File: src/core/term_consts.svh
// Offsets, burst codes, window lengths, reset values and latency constants for the termination control.
// Assumes inclusion by bare name from the package and the design file.
`ifndef TERM_CONSTS_SVH
`define TERM_CONSTS_SVH

`define ADDR_W          12
`define DATA_W          32
`define REG_CFG_FIELDS  12'h000
`define REG_CFG_LAT     12'h004
`define REG_STATUS      12'h008
`define CFG_FIELDS_RST  32'h0000_0000
`define CFG_LAT_RST     32'h0000_0009
`define PIPE_DEPTH      64
`define MAX_LAT         6'h3F
`define SUB_PRE1        7'h02
`define SUB_PRE2        7'h03
`define SUB_READ        7'h02
`define WIN_CHOP_PRE1   4'h4
`define WIN_CHOP_PRE2   4'h5
`define WIN_FULL_PRE1   4'h6
`define WIN_FULL_PRE2   4'h7
`define WIN_CRC_PRE1    4'h7
`define WIN_CRC_PRE2    4'h8
`define BURST_BL8       2'h0
`define BURST_OTF       2'h1
`define BURST_BC4       2'h2

`endif

File: src/core/term_pkg.sv
// Types for the termination control: mode fields, latency fields and the state record.
// Assumes term_consts.svh is on the include path.
`include "term_consts.svh"

package term_pkg;

	typedef enum logic [1:0] {
		TERM_OFF,
		TERM_WRITE,
		TERM_NOMINAL,
		TERM_PARK
	} term_state_t;

	// Bit layout of the field register, high bit first
	typedef struct packed {
		logic [16:0] unused;
		logic        x8_part;
		logic        strobe_en;
		logic [1:0]  burst_mode;
		logic        write_crc;
		logic        preamble_2;
		logic [2:0]  park_sel;
		logic [2:0]  write_sel;
		logic [2:0]  nominal_sel;
	} cfg_fields_t;

	typedef struct packed {
		logic [16:0] unused;
		logic [3:0]  parity_lat;
		logic [5:0]  additive_lat;
		logic [4:0]  write_lat;
	} cfg_lat_t;

	typedef struct packed {
		logic                       pready;
		logic                       pslverr;
		logic [`DATA_W-1:0]         prdata;
		cfg_fields_t                fields;
		cfg_lat_t                   lat;
		logic [`PIPE_DEPTH-1:0]     pin_pipe;
		logic [`PIPE_DEPTH-1:0]     wr_pipe;
		logic [`PIPE_DEPTH-1:0]     wr_chop_pipe;
		logic [`PIPE_DEPTH-1:0]     rd_pipe;
		logic [3:0]                 wr_cnt;
		logic [3:0]                 rd_cnt;
		term_state_t                state;
		logic [2:0]                 code;
		logic                       strobe_term;
		logic                       pin_rx_en;
		logic                       active;
	} term_reg_t;

endpackage

File: src/core/term_ctrl.sv
// On-die termination control with an APB register slave.
// Assumes commands and the termination pin are already decoded and synchronous to clk_i.
//
// Design decisions made here: the register addresses and the APB slave port.
`timescale 1ns/100ps
`default_nettype none
`include "term_consts.svh"

module term_ctrl
	import term_pkg::*;
(
	input  wire logic                clk_i,
	input  wire logic                rst_n_i,
	input  wire logic                psel_i,
	input  wire logic                penable_i,
	input  wire logic                pwrite_i,
	input  wire logic [`ADDR_W-1:0]  paddr_i,
	input  wire logic [`DATA_W-1:0]  pwdata_i,
	output logic      [`DATA_W-1:0]  prdata_o,
	output logic                     pready_o,
	output logic                     pslverr_o,
	input  wire logic                odt_i,
	input  wire logic                write_cmd_i,
	input  wire logic                read_cmd_i,
	input  wire logic                chop_i,
	input  wire logic                self_refresh_i,
	input  wire logic                dll_locked_i,
	output term_state_t              term_state_o,
	output logic      [2:0]          term_code_o,
	output logic                     term_active_o,
	output logic                     strobe_term_o,
	output logic                     pin_rx_en_o
);

	term_reg_t s;
	term_reg_t next_s;

	logic [6:0] wl;
	logic [6:0] sub_direct;
	logic [5:0] direct_lat;
	logic [5:0] read_off_lat;
	logic [5:0] nom_idx;
	logic [5:0] cnw_idx;
	logic [5:0] rd_idx;
	logic       nom_en;
	logic       wr_en;
	logic       park_en;
	logic       any_en;
	logic       rx_on;
	logic       nom_tap;
	logic       wr_tap;
	logic       wr_tap_chop;
	logic       rd_tap;
	logic [3:0] wr_win;
	logic [3:0] rd_win;
	logic       wr_active;
	logic       rd_active;
	logic       cmd_chop;
	logic       apb_access;

	function automatic logic [5:0] clamp_lat(input logic [6:0] total, input logic [6:0] sub);
		logic [6:0] diff;
		diff = total - sub;
		if (total <= sub)
			clamp_lat = 6'h01;
		else if (diff > 7'(`MAX_LAT))
			clamp_lat = `MAX_LAT;
		else
			clamp_lat = diff[5:0];
	endfunction

	////////////////////////////////////////////////////////////////////////////////
	// Latencies recomputed from the live fields

	assign wl           = 7'(s.lat.write_lat) + 7'(s.lat.additive_lat) + 7'(s.lat.parity_lat);
	assign sub_direct   = s.fields.preamble_2 ? `SUB_PRE2 : `SUB_PRE1;
	assign direct_lat   = clamp_lat(wl, sub_direct);
	assign read_off_lat = clamp_lat(wl, `SUB_READ);
	assign nom_idx      = dll_locked_i ? direct_lat - 6'h01 : 6'h00;
	assign cnw_idx      = direct_lat - 6'h01;
	assign rd_idx       = read_off_lat - 6'h01;

	assign nom_en  = s.fields.nominal_sel != 3'h0;
	assign wr_en   = s.fields.write_sel != 3'h0;
	assign park_en = s.fields.park_sel != 3'h0;
	assign any_en  = nom_en || wr_en || park_en;
	assign rx_on   = nom_en && !self_refresh_i;

	assign nom_tap     = s.pin_pipe[nom_idx];
	assign wr_tap      = s.wr_pipe[cnw_idx];
	assign wr_tap_chop = s.wr_chop_pipe[cnw_idx];
	assign rd_tap      = s.rd_pipe[rd_idx];

	assign cmd_chop = (s.fields.burst_mode == `BURST_BC4)
		|| ((s.fields.burst_mode == `BURST_OTF) && chop_i);

	// Write window length: CRC lengthens it, chop shortens it only when CRC is off
	always_comb
	begin
		if (s.fields.write_crc)
			wr_win = s.fields.preamble_2 ? `WIN_CRC_PRE2 : `WIN_CRC_PRE1;
		else if (wr_tap_chop)
			wr_win = s.fields.preamble_2 ? `WIN_CHOP_PRE2 : `WIN_CHOP_PRE1;
		else
			wr_win = s.fields.preamble_2 ? `WIN_FULL_PRE2 : `WIN_FULL_PRE1;
	end

	// Read window: park returns after turn-off latency plus this
	always_comb
	begin
		if (s.fields.burst_mode == `BURST_BC4)
			rd_win = s.fields.preamble_2 ? `WIN_CHOP_PRE2 : `WIN_CHOP_PRE1;
		else
			rd_win = s.fields.preamble_2 ? `WIN_FULL_PRE2 : `WIN_FULL_PRE1;
	end

	assign wr_active  = wr_en && (wr_tap || s.wr_cnt != 4'h0);
	assign rd_active  = rd_tap || s.rd_cnt != 4'h0;
	assign apb_access = psel_i && penable_i && !s.pready;

	////////////////////////////////////////////////////////////////////////////////
	// Next state

	always_comb
	begin
		next_s = s;

		// Register slave: one wait state, then a single-cycle pready
		next_s.pready  = 1'b0;
		next_s.pslverr = 1'b0;
		if (apb_access)
		begin
			next_s.pready = 1'b1;
			next_s.prdata = '0;
			case (paddr_i)
				`REG_CFG_FIELDS:
				begin
					if (pwrite_i)
						next_s.fields = cfg_fields_t'({17'h00000, pwdata_i[14:0]});
					else
						next_s.prdata = 32'(s.fields);
				end
				`REG_CFG_LAT:
				begin
					if (pwrite_i)
						next_s.lat = cfg_lat_t'({17'h00000, pwdata_i[14:0]});
					else
						next_s.prdata = 32'(s.lat);
				end
				`REG_STATUS:
				begin
					if (pwrite_i)
						next_s.pslverr = 1'b1;
					else
						next_s.prdata = {16'h0000, s.pin_rx_en, !dll_locked_i, s.strobe_term,
							s.code, s.rd_cnt, s.wr_cnt, s.state};
				end
				default:
					next_s.pslverr = 1'b1;
			endcase
		end

		// Sample pin and commands every edge; a powered-down receiver reads low
		next_s.pin_pipe     = {s.pin_pipe[`PIPE_DEPTH-2:0], rx_on && odt_i};
		next_s.wr_pipe      = {s.wr_pipe[`PIPE_DEPTH-2:0], write_cmd_i && !self_refresh_i};
		next_s.wr_chop_pipe = {s.wr_chop_pipe[`PIPE_DEPTH-2:0], cmd_chop};
		next_s.rd_pipe      = {s.rd_pipe[`PIPE_DEPTH-2:0], read_cmd_i && !self_refresh_i};

		if (wr_tap)
			next_s.wr_cnt = wr_win - 4'h1;
		else if (s.wr_cnt != 4'h0)
			next_s.wr_cnt = s.wr_cnt - 4'h1;

		if (rd_tap)
			next_s.rd_cnt = rd_win - 4'h1;
		else if (s.rd_cnt != 4'h0)
			next_s.rd_cnt = s.rd_cnt - 4'h1;

		// Termination selection by fixed priority
		if (self_refresh_i || !any_en || rd_active)
		begin
			next_s.state = TERM_OFF;
			next_s.code  = 3'h0;
		end
		else if (wr_active)
		begin
			next_s.state = TERM_WRITE;
			next_s.code  = s.fields.write_sel;
		end
		else if (nom_en && nom_tap)
		begin
			next_s.state = TERM_NOMINAL;
			next_s.code  = s.fields.nominal_sel;
		end
		else if (park_en)
		begin
			next_s.state = TERM_PARK;
			next_s.code  = s.fields.park_sel;
		end
		else
		begin
			next_s.state = TERM_OFF;
			next_s.code  = 3'h0;
		end

		next_s.strobe_term = (next_s.state != TERM_OFF) && s.fields.x8_part
			&& s.fields.strobe_en;
		next_s.pin_rx_en = rx_on;
		next_s.active    = next_s.state != TERM_OFF;
	end

	always_ff @(posedge clk_i or negedge rst_n_i)
	begin
		if (!rst_n_i)
		begin
			s        <= '0;
			s.fields <= cfg_fields_t'(`CFG_FIELDS_RST);
			s.lat    <= cfg_lat_t'(`CFG_LAT_RST);
			s.state  <= TERM_OFF;
		end
		else
			s <= next_s;
	end

	assign prdata_o      = s.prdata;
	assign pready_o      = s.pready;
	assign pslverr_o     = s.pslverr;
	assign term_state_o  = s.state;
	assign term_code_o   = s.code;
	assign term_active_o = s.active;
	assign strobe_term_o = s.strobe_term;
	assign pin_rx_en_o   = s.pin_rx_en;
endmodule

`default_nettype wire

File: config.mk
export PLATFORM = sky130hd
export DESIGN_NAME = term_ctrl
export DESIGN_NICKNAME = d
export VERILOG_FILES = /design/src/core/term_pkg.sv /design/src/core/term_ctrl.sv
export VERILOG_INCLUDE_DIRS = /design/src /design/src/core
export SDC_FILE = /design/constraint.sdc
export NUM_CORES = 1
export LEC_CHECK = 0
export BUFFER_PORTS_ARGS = -buffer_cell sky130_fd_sc_hd__buf_4
export CORE_MARGIN = 2
export CORE_UTILIZATION = 54
export CTS_CLUSTER_SIZE = 12
export DETAILED_ROUTE_END_ITERATION = 16
export PLACE_DENSITY_LB_ADDON = 0.2
export SYNTH_ARGS = -nofsm -noshare
export SYNTH_HDL_FRONTEND = slang
export SYNTH_SLANG_ARGS = --single-unit
export TNS_END_PERCENT = 20
File: constraint.sdc
create_clock -name clk_i -period 6.3 [get_ports clk_i]
set_clock_uncertainty 0.05 [all_clocks]
set_input_delay 0.315 -clock clk_i [delete_from_list [all_inputs] [get_ports clk_i]]
set_output_delay 0.315 -clock clk_i [all_outputs]
set_load 0.02 [all_outputs]
==> results.yml, run 1 <==
outcome:
  outcome: "finished clean"
critical_path:
  worstSetupPathType: "reg2reg"
  ff2ff_setup_slack_ps: 370
  crit_path_start_kind: "register"
  reg2reg_depth: 23
  critPathLaunch: "s[273]"
  r2r-start: "s[273]"
  end_kind: "register"
  crit_required_ps: 6670
  crit_fanout: 21
  r2r-end: "term_code_o[0]"
  arrival_ps: 6300
synth:
  synth.avg_cell_area_um2: 12.56
  ys_top_cells_by_count: "318 x dfrtp_1, 66 x nor2_1, 64 x nand2_1, 50 x mux2i_1, 40 x buf_4"
  ys.flop_type: "dfrtp_1"
  netlist_area_um2: 13690
  synth_cell_types: 92
  syn_inst: 1090
  synth_area_leaders: "dfrtp_1 58%, mux4_2 3.9%, mux2i_1 3.7%"
  yosys_register_bits: 320
  ys_warn_count: 0
  yosysTopAreaCellShare_pct: 58.15
  synth_edf_count: 0
  async_flop_share_pct: 100.0
  synth_seq_area_share_pct: 58.53
  synth_most_common_cell: "dfrtp_1"
  synth_top_area_cell: "dfrtp_1"
routing:
  drt-pass1-iter-count: 8
  wl_per_cell_um: 19.47
  drt-total-wl_um: 29790
  drt_first_iter_violations: 619
  drc: 0
  dr_total_vias: 8996
  via_per_inst: 5.880
  drtAntennaViolNets: 0
global_route:
  grt_util_all_layers_pct: 23.17
  grt_max_degree: 148
  antenna_found_initial: 0
  globalRouteOverflowTotal: 0
  grt_pass1_vias: 9035
  grt_pass1_wl_um: 48820
placement:
  hpwl_um: 19610
  place_inst: 1447
  gp_congestion: 0.8931
  portBuffers: 63
  post_dp_cell_area_um2: 14410
clock_tree:
  clk_latency_ps: 530
  clk_pin_slew_ps: 60
  htree_levels: 2
  cts_tree: "yes"
  root_buffer: "clkbuf_16"
  cts.sinks: 320
  cts.path.max_buffers: 3
  cts_inserted_buffers: 36
sta:
  slew_violations: 0
  tightestPinTransition_ps: 1011
  slew_headroom_pct: 32.45
  fin_crit_sh_pct: 94.17
  setup_viol: 0
  max_clock_freq_mhz: 168.6
  rsz0062_at_grt: "false"
  layout_min_cycle_time_ps: 5932
  fin_tns_setup_ps: 0
  finalHoldViolations: 0
job:
  cap_violations: 0
layout:
  fin_area_um2: 15830
  area_growth_pct: 15.64
  nets: 1255
  fin_util_pct: 63.21
  n_antenna_cell: 0
  fill_cells: 1926
  instances_no_fill: 1530
  multi_input_area_um2: 5189
  seqCellArea_um2: 8010
  drive_gt1_share_pct: 21.67
min_path:
  holdPathEnd: "next_s[17]"
  hold_class: "in2reg"
  hp-start: "read_cmd_i"
  holdPathStages: 2
floorplanning:
  die_w_um: 163.2
  core_area_um2: 25040
  io_pins: 97
  chipHeight_um: 163.2
  die_area_um2: 26630
  initial_utilization_pct: 54.66
  fp-row-count: 58
power_and_ir_drop:
  p_leak_nw: 7.558
  p_per_area_nw_per_um2: 279.3
  peakVddDrop_uv: 220.4
==> worst max-delay path, stage by stage, from the launching register on <==
cell and delay (ps):
dfrtp_1 350, inv_1 80, fa_1 500, inv_1 70
ha_1 220, inv_1 90, fa_2 460, xor2_4 260
buf_4 190, nand3_1 250, or4_4 630, nand2_2 100
nand2_1 90, o21bai_1 180, ha_1 260, buf_4 200
buf_4 220, nor3_1 210, a2111oi_0 90, mux2_2 290
a211oi_2 310, nor4_4 90, or3_1 450, o32ai_1 160
==> logic make-up after synthesis <==
kind of cell	share of synthesized area, %
flip-flops	58.53
AND/OR/NAND/NOR	10.39
AO/OA/AOI/OAI	12.31
buffers and inverters	4.589
multiplexers	10.65
adder cells (fa/ha/maj)	2.377
XOR/XNOR	1.125
other	0.02740
==> cells in the final DEF, fill, tap and decap left out, types with 7 or more instances in the layout <==
| master | netlist | routed |
|---|---|---|
| a21oi_1 | 26 | 26 |
| nand2b_1 | 8 | 8 |
| mux2_2 | 36 | 36 |
| a211oi_1 | 11 | 11 |
| mux2i_1 | 50 | 49 |
| ha_1 | 18 | 18 |
| clkbuf_1 | 26 | 10 |
| inv_1 | 30 | 30 |
| a22o_1 | 16 | 16 |
| nand2_1 | 64 | 62 |
| nand3_1 | 25 | 25 |
| nand4_1 | 10 | 10 |
| a31oi_1 | 10 | 10 |
| a22oi_1 | 15 | 14 |
| conb_1 | 1 | 16 |
| nor4_1 | 11 | 10 |
| xnor2_1 | 8 | 8 |
| dfrtp_1 | 318 | 318 |
| nor2_1 | 66 | 66 |
| buf_4 | 40 | 95 |
| o21ai_0 | 37 | 36 |
| or3_1 | 9 | 9 |
| nor2b_1 | 7 | 7 |
| mux4_2 | 24 | 24 |
| o22ai_1 | 16 | 16 |
| nor3_1 | 39 | 39 |
| dlygate4sd3_1 | 0 | 21 |
| clkbuf_16 | 0 | 36 |
==> report_power, final <==
part	total (mW)	switching, mW	internal (mW)	leakage, nW
registers	2.17	0.0496	2.12	4.32
clock network	1.98	0.831	1.15	0.544
logic	0.274	0.164	0.110	2.70
total	4.42	1.04	3.38	7.56
==> per-stage QoR <==
step / total power [mW] / setup slack [ps] / hold slack (ps)
2_1_floorplan: 2.358 / 42.27 / -30.59
3_3_place_gp: 2.459 / 239.5 / 301.7
3_5_place_dp: 2.464 / 160.8 / 306.6
4_1_cts: 4.460 / 150.5 / 8.749
5_1_grt: 4.587 / 2.847 / 26.70
6_report: 4.420 / 367.5 / 36.08
==> worst max path at each step <==
stage | slack (ps) | cells past startpoint | end
CTS | 150 | 25 | term_code_o[0]
global placement | 240 | 22 | term_code_o[0]
finish | 370 | 23 | term_code_o[0]
global route | 3 | 26 | s[14]
detailed placement | 160 | 25 | term_code_o[0]
floorplan | 40 | 30 | s[14]
==> sequential cells by signal, indices dropped and copies added (netlist names) <==
register,count
pready_o,1
pin_rx_en_o,1
strobe_term_o,1
term_code_o,3
prdata_o,16
s,42
next_s,252
term_active_o,1
term_state_o,2
pslverr_o,1
==> metal layers <==
metal | vias up | GRT usage, % | routed length [µm]
li1 | 4130 | - | -
met5 | - | 0 | 0
met3 | 41 | 3.860 | 1467
met4 | 0 | 6.154 | 493
met1 | 4583 | 35.71 | 14050
met2 | 242 | 34.45 | 13780
==> cell type report <==
class / instances / area share (%)
Timing Repair Buffer: 119 / 6.127
Clock inverter: 12 / 0.9171
Tap cell: 330 / 2.609
Clock buffer: 49 / 6.190
Sequential cell: 320 / 50.61
Multi-Input combinational cell: 668 / 32.79
Inverter: 32 / 0.7590
==> what timing repair did <==
item                                    CTS  global route
endpoints found under the setup margin    0            15
gates resized for setup                   0            16
hold buffers                             21             0
buffers inserted                          0             1
hold endpoints to repair                155             0
Note: power is estimated with default switching activity, not from simulation.
==> inputs of run 2 (changes only) <==
- MAX_ROUTING_LAYER: default -> met4
- SKIP_CTS_REPAIR_TIMING: default -> 1
==> results.yml, run 2 (same netlist as run 1, synthesis figures left out) <==
floorplanning:
  core_area_um2: 25040
  die_w_um: 163.2
  initial_utilization_pct: 54.66
  fp-row-count: 58
  io_pins: 97
  chipHeight_um: 163.2
  die_area_um2: 26630
placement:
  hpwl_um: 19610
  portBuffers: 63
  post_dp_cell_area_um2: 14410
  gp_congestion: 0.9082
  pre_cts_ws_ps: 160.8
global_route:
  grt_util_all_layers_pct: 23.77
  grt_pass1_wl_um: 48520
  grt_pass1_vias: 8955
  antenna_found_initial: 0
  grt_max_degree: 148
  globalRouteOverflowTotal: 0
layout:
  nets: 1253
  final_cell_mix: "318 x dfrtp_1, 95 x buf_4, 66 x nor2_1, 62 x nand2_1, 49 x mux2i_1"
  fin_util_pct: 63.13
  area_growth_pct: 15.50
  drive_gt1_share_pct: 21.70
  n_antenna_cell: 0
  fill_cells: 1929
  fin_area_um2: 15810
  largest_reg_flops: 252
  layout_commonest_cell: "dfrtp_1"
routing:
  wl_per_cell_um: 19.42
  via_per_inst: 5.872
  drt-pass1-iter-count: 4
  drtAntennaViolNets: 0
  drt-total-wl_um: 29670
  drt_first_iter_violations: 662
  dr_total_vias: 8973
  drc: 0
critical_path:
  cp_top_family: "simple AND/OR/NAND/NOR gates"
  crit_fanout: 21
  end_kind: "register"
  crit_slowest_cell: "or4_4"
  crit_required_ps: 6670
  r2r-start: "s[273]"
  arrival_ps: 6300
  slowest_delay_ps: 640
  critPathLaunch: "s[273]"
  worstSetupPathType: "reg2reg"
  cp_cell_sequence: "inv_1 -> fa_1 -> inv_1 -> ha_1 -> inv_1 -> fa_2 -> xor2_4 -> buf_4 -> nand3_1 -> or4_4 -> nand2_2 -> nand2_1 -> o21bai_1 -> ha_1 -> buf_4 -> buf_4 -> nor3_1 -> a2111oi_0 -> mux2_2 -> a211oi_2 -> nor4_4 -> or3_1 -> o32ai_1"
  cp.buffers_inverters: 6
  crit_path_start_kind: "register"
  ff2ff_setup_slack_ps: 370
min_path:
  hold_class: "in2reg"
  hp-start: "chop_i"
sta:
  finalHoldViolations: 0
  max_clock_freq_mhz: 168.5
  setup_viol: 0
  layout_min_cycle_time_ps: 5935
  tightestPinTransition_ps: 985.2
  fin_crit_sh_pct: 94.20
  rsz0062_at_grt: "false"
  fin_tns_setup_ps: 0
  slew_violations: 0
  slew_headroom_pct: 34.18
  hold_ws_ps: 6.024
  fin_ws_ps: 365.5
job:
  cap_violations: 0
clock_tree:
  cts_inserted_buffers: 36
  clk_latency_ps: 530
  clk_pin_slew_ps: 60
  htree_levels: 2
  cts_tree: "yes"
  cts.path.max_buffers: 3
  root_buffer: "clkbuf_16"
  cts.sinks: 320
power_and_ir_drop:
  pwr-share-comb_pct: 6.2
  p_leak_nw: 7.550
  p_int_mw: 3.375
  switching_power_mw: 1.039
  switching_share_pct: 23.54
  peakVddDrop_uv: 220.4
  p_per_area_nw_per_um2: 279.3
  seqPwrFrac_pct: 49.1
  clkPwrFrac_pct: 44.7
outcome:
  outcome: "finished clean"
==> run 2: cell count changes in the layout (fill, tap and decap cells not counted), sizes merged <==
cell	before	now
dlygate4sd3	21	19
==> run 2: area by class of cell <==
| cell class | count | area (µm²) | share of cell area [%] |
|---|---|---|---|
| sequential | 320 | 8010 | 50.68 |
| clock buffer | 49 | 979.7 | 6.198 |
| timing repair buffer | 117 | 949.7 | 6.008 |
| clock inverter | 12 | 145.1 | 0.9182 |
| multi-input combinational | 668 | 5189 | 32.83 |
| inverter | 32 | 120.1 | 0.7599 |
| tap | 330 | 412.9 | 2.612 |
==> run 2: layer usage <==
layer / wire length [µm] / global-route usage, %
met4: 525 / 6.074
met1: 14090 / 35.93
met3: 1384 / 3.834
met5: 0 / -
met2: 13670 / 33.89
==> run 2: path summary, 6_finish.rpt <==
check                            endpoint  cells after the start
setup / recovery           term_code_o[0]                     23
hold / removal                 next_s[81]                      3
setup reg to reg           term_code_o[0]                     23
hold reg to reg               next_s[246]                      0
max in group asynchronous          s[312]                      3
min in group asynchronous     next_s[233]                      2
==> run 2: metrics by stage <==
stage,power [mW],cells
6_report,4.414,1528
5_1_grt,4.585,1528
4_1_cts,4.450,1508
3_5_place_dp,2.464,1447
3_3_place_gp,2.459,1447
2_1_floorplan,2.358,1105
==> run 2: power groups by stage <==
| stage | registers (mW) | clock network, mW | logic, mW |
|---|---|---|---|
| after global placement | 2.20 | 0 | 0.258 |
| after global routing | 2.17 | 2.10 | 0.308 |
| after CTS | 2.17 | 2.02 | 0.264 |
| final | 2.17 | 1.97 | 0.273 |
| after detailed placement | 2.20 | 0 | 0.263 |
| after floorplan | 2.19 | 0 | 0.169 |
==> run 2: worst reg2reg max path, cell delays in order (launching register included) <==
cell,delay (ps)
dfrtp_1,350
inv_1,80
fa_1,500
inv_1,70
ha_1,220
inv_1,90
fa_2,460
xor2_4,260
buf_4,190
nand3_1,250
or4_4,640
nand2_2,100
nand2_1,90
o21bai_1,180
ha_1,260
buf_4,200
buf_4,220
nor3_1,230
a2111oi_0,90
mux2_2,290
a211oi_2,310
nor4_4,90
or3_1,450
o32ai_1,160
==> inputs of run 3 (changes only) <==
- clock period: 6.3 -> 4.8 ns (I/O delays scaled with it)
==> results.yml, run 3 (same netlist as run 1, synthesis figures left out) <==
outcome:
  outcome: "finished, violations left"
  violations: "negative setup slack"
layout:
  layout_commonest_cell: "dfrtp_1"
  instances_no_fill: 1665
  final_cell_mix: "318 x dfrtp_1, 228 x buf_4, 61 x nor2_1, 61 x nand2_1, 47 x mux2i_1"
  area_growth_pct: 25.69
  fin_util_pct: 68.71
  largest_reg_flops: 252
  fill_cells: 1735
  nets: 1392
  drive_gt1_share_pct: 32.61
routing:
  drt_first_iter_violations: 758
  drc: 0
  drt-total-wl_um: 33280
  drtAntennaViolNets: 0
  drt-pass1-iter-count: 5
  dr_total_vias: 9609
  wl_per_cell_um: 19.99
  via_per_inst: 5.771
sta:
  rsz0062_at_grt: "true"
  tightestPinTransition_ps: 1095
  fin_crit_sh_pct: 112.5
  max_clock_freq_mhz: 185.2
  slew_headroom_pct: 26.86
  fin_ws_ps: -599.6
  finalHoldViolations: 0
  slew_violations: 0
  layout_min_cycle_time_ps: 5400
  setup_viol: 15
  hold_ws_ps: 23.80
power_and_ir_drop:
  switching_share_pct: 22.98
  clkPwrFrac_pct: 46.1
  peakVddDrop_uv: 351.2
  p_per_area_nw_per_um2: 349.8
  switching_power_mw: 1.383
  p_leak_nw: 8.295
  seqPwrFrac_pct: 47.3
  p_int_mw: 4.634
  pwr-share-comb_pct: 6.6
job:
  cap_violations: 0
floorplanning:
  initial_utilization_pct: 54.66
  die_w_um: 163.2
  fp-row-count: 58
  die_area_um2: 26630
  chipHeight_um: 163.2
  io_pins: 97
  core_area_um2: 25040
global_route:
  globalRouteOverflowTotal: 0
  grt_pass1_wl_um: 52680
  grt_util_all_layers_pct: 26.16
  antenna_found_initial: 1
  grt_pass1_vias: 9633
  grt_max_degree: 144
clock_tree:
  htree_levels: 2
  cts_tree: "yes"
  cts_inserted_buffers: 36
  clk_latency_ps: 530
  cts.path.max_buffers: 3
  clk_pin_slew_ps: 60
  root_buffer: "clkbuf_16"
  cts.sinks: 320
critical_path:
  crit_path_start_kind: "register"
  end_kind: "register"
  worstSetupPathType: "reg2reg"
  reg2reg_depth: 25
  crit_slowest_cell: "fa_1"
  cp.buffers_inverters: 7
  ff2ff_setup_slack_ps: -600
  critPathMostFrequentCell: "inv_2"
  cp_top_family: "compound AO/OA/AOI/OAI gates"
  slowest_delay_ps: 550
  crit_required_ps: 5140
  crit_fanout: 4
  arrival_ps: 5740
  path_depth: 25
placement:
  hpwl_um: 22510
  place_inst: 1581
  portBuffers: 63
  gp_congestion: 0.8893
  pre_cts_ws_ps: -612.1
min_path:
  hold_class: "in2reg"
  holdPathStages: 3
## run 3: cell types whose count changed in the layout (fill, tap and decap cells not counted), sizes merged, moves of 2 or more
cell	previous run	this run
dlygate4sd3	19	21
buf	98	235
clkinvlp	2	0
bufinv	1	4
clkbuf	49	47
clkinv	7	4
## run 3: cell type report
| class | instances | area [µm²] | share of cell area (%) |
|---|---|---|---|
| clock inverters | 11 | 193.9 | 1.127 |
| well taps | 330 | 412.9 | 2.400 |
| repair buffers | 256 | 2031 | 11.81 |
| flip-flops and latches | 320 | 8010 | 46.57 |
| inverters | 32 | 125.1 | 0.7274 |
| diodes | 1 | 2.502 | 0.01455 |
| clock buffers | 47 | 1002 | 5.826 |
| multi-input cells | 668 | 5424 | 31.53 |
## run 3: path summary, 6_finish.rpt
check / start / to
setup / recovery: s[273] / term_code_o[0]
hold / removal: pwrite_i / pslverr_o
setup reg to reg: s[273] / term_code_o[0]
hold reg to reg: next_s[92] / next_s[93]
max in group asynchronous: rst_n_i / next_s[92]
min in group asynchronous: rst_n_i / next_s[60]
## run 3: through the flow
step	setup TNS [ps]	instance area, µm²	total power, mW
2_1_floorplan	-6434	13950	3.099
3_3_place_gp	-6018	15590	3.244
3_5_place_dp	-6464	15590	3.257
4_1_cts	-7127	16780	6.045
5_1_grt	-9726	17200	6.256
6_report	-6217	17200	6.017
## run 3: power groups by stage
| stage | registers (mW) | clock network (mW) | logic [mW] |
|---|---|---|---|
| after floorplan | 2.87 | 0 | 0.225 |
| after global placement | 2.89 | 0 | 0.354 |
| after detailed placement | 2.89 | 0 | 0.364 |
| after CTS | 2.85 | 2.83 | 0.366 |
| after global routing | 2.86 | 2.96 | 0.442 |
| final | 2.85 | 2.77 | 0.395 |
## run 3: worst register-to-register path: cells and delay by family (launching register included)
| kind | cells | cell delay, ps |
|---|---|---|
| muxes | 1 | 230 |
| AOI/OAI and AO/OA | 8 | 1890 |
| adders and majority gates | 4 | 1060 |
| and+or+nand+nor | 5 | 1070 |
| buffers and inverters | 7 | 620 |
| DFF | 1 | 360 |
## run 3: metal layers
| layer | GRT usage, % | vias up | wire length [µm] |
|---|---|---|---|
| li1 | - | 4401 | - |
| met1 | 38.29 | 4927 | 15780 |
| met2 | 38.78 | 229 | 15480 |
| met3 | 3.758 | 52 | 1380 |
| met4 | 6.999 | 0 | 641 |
| met5 | - | - | 0 |
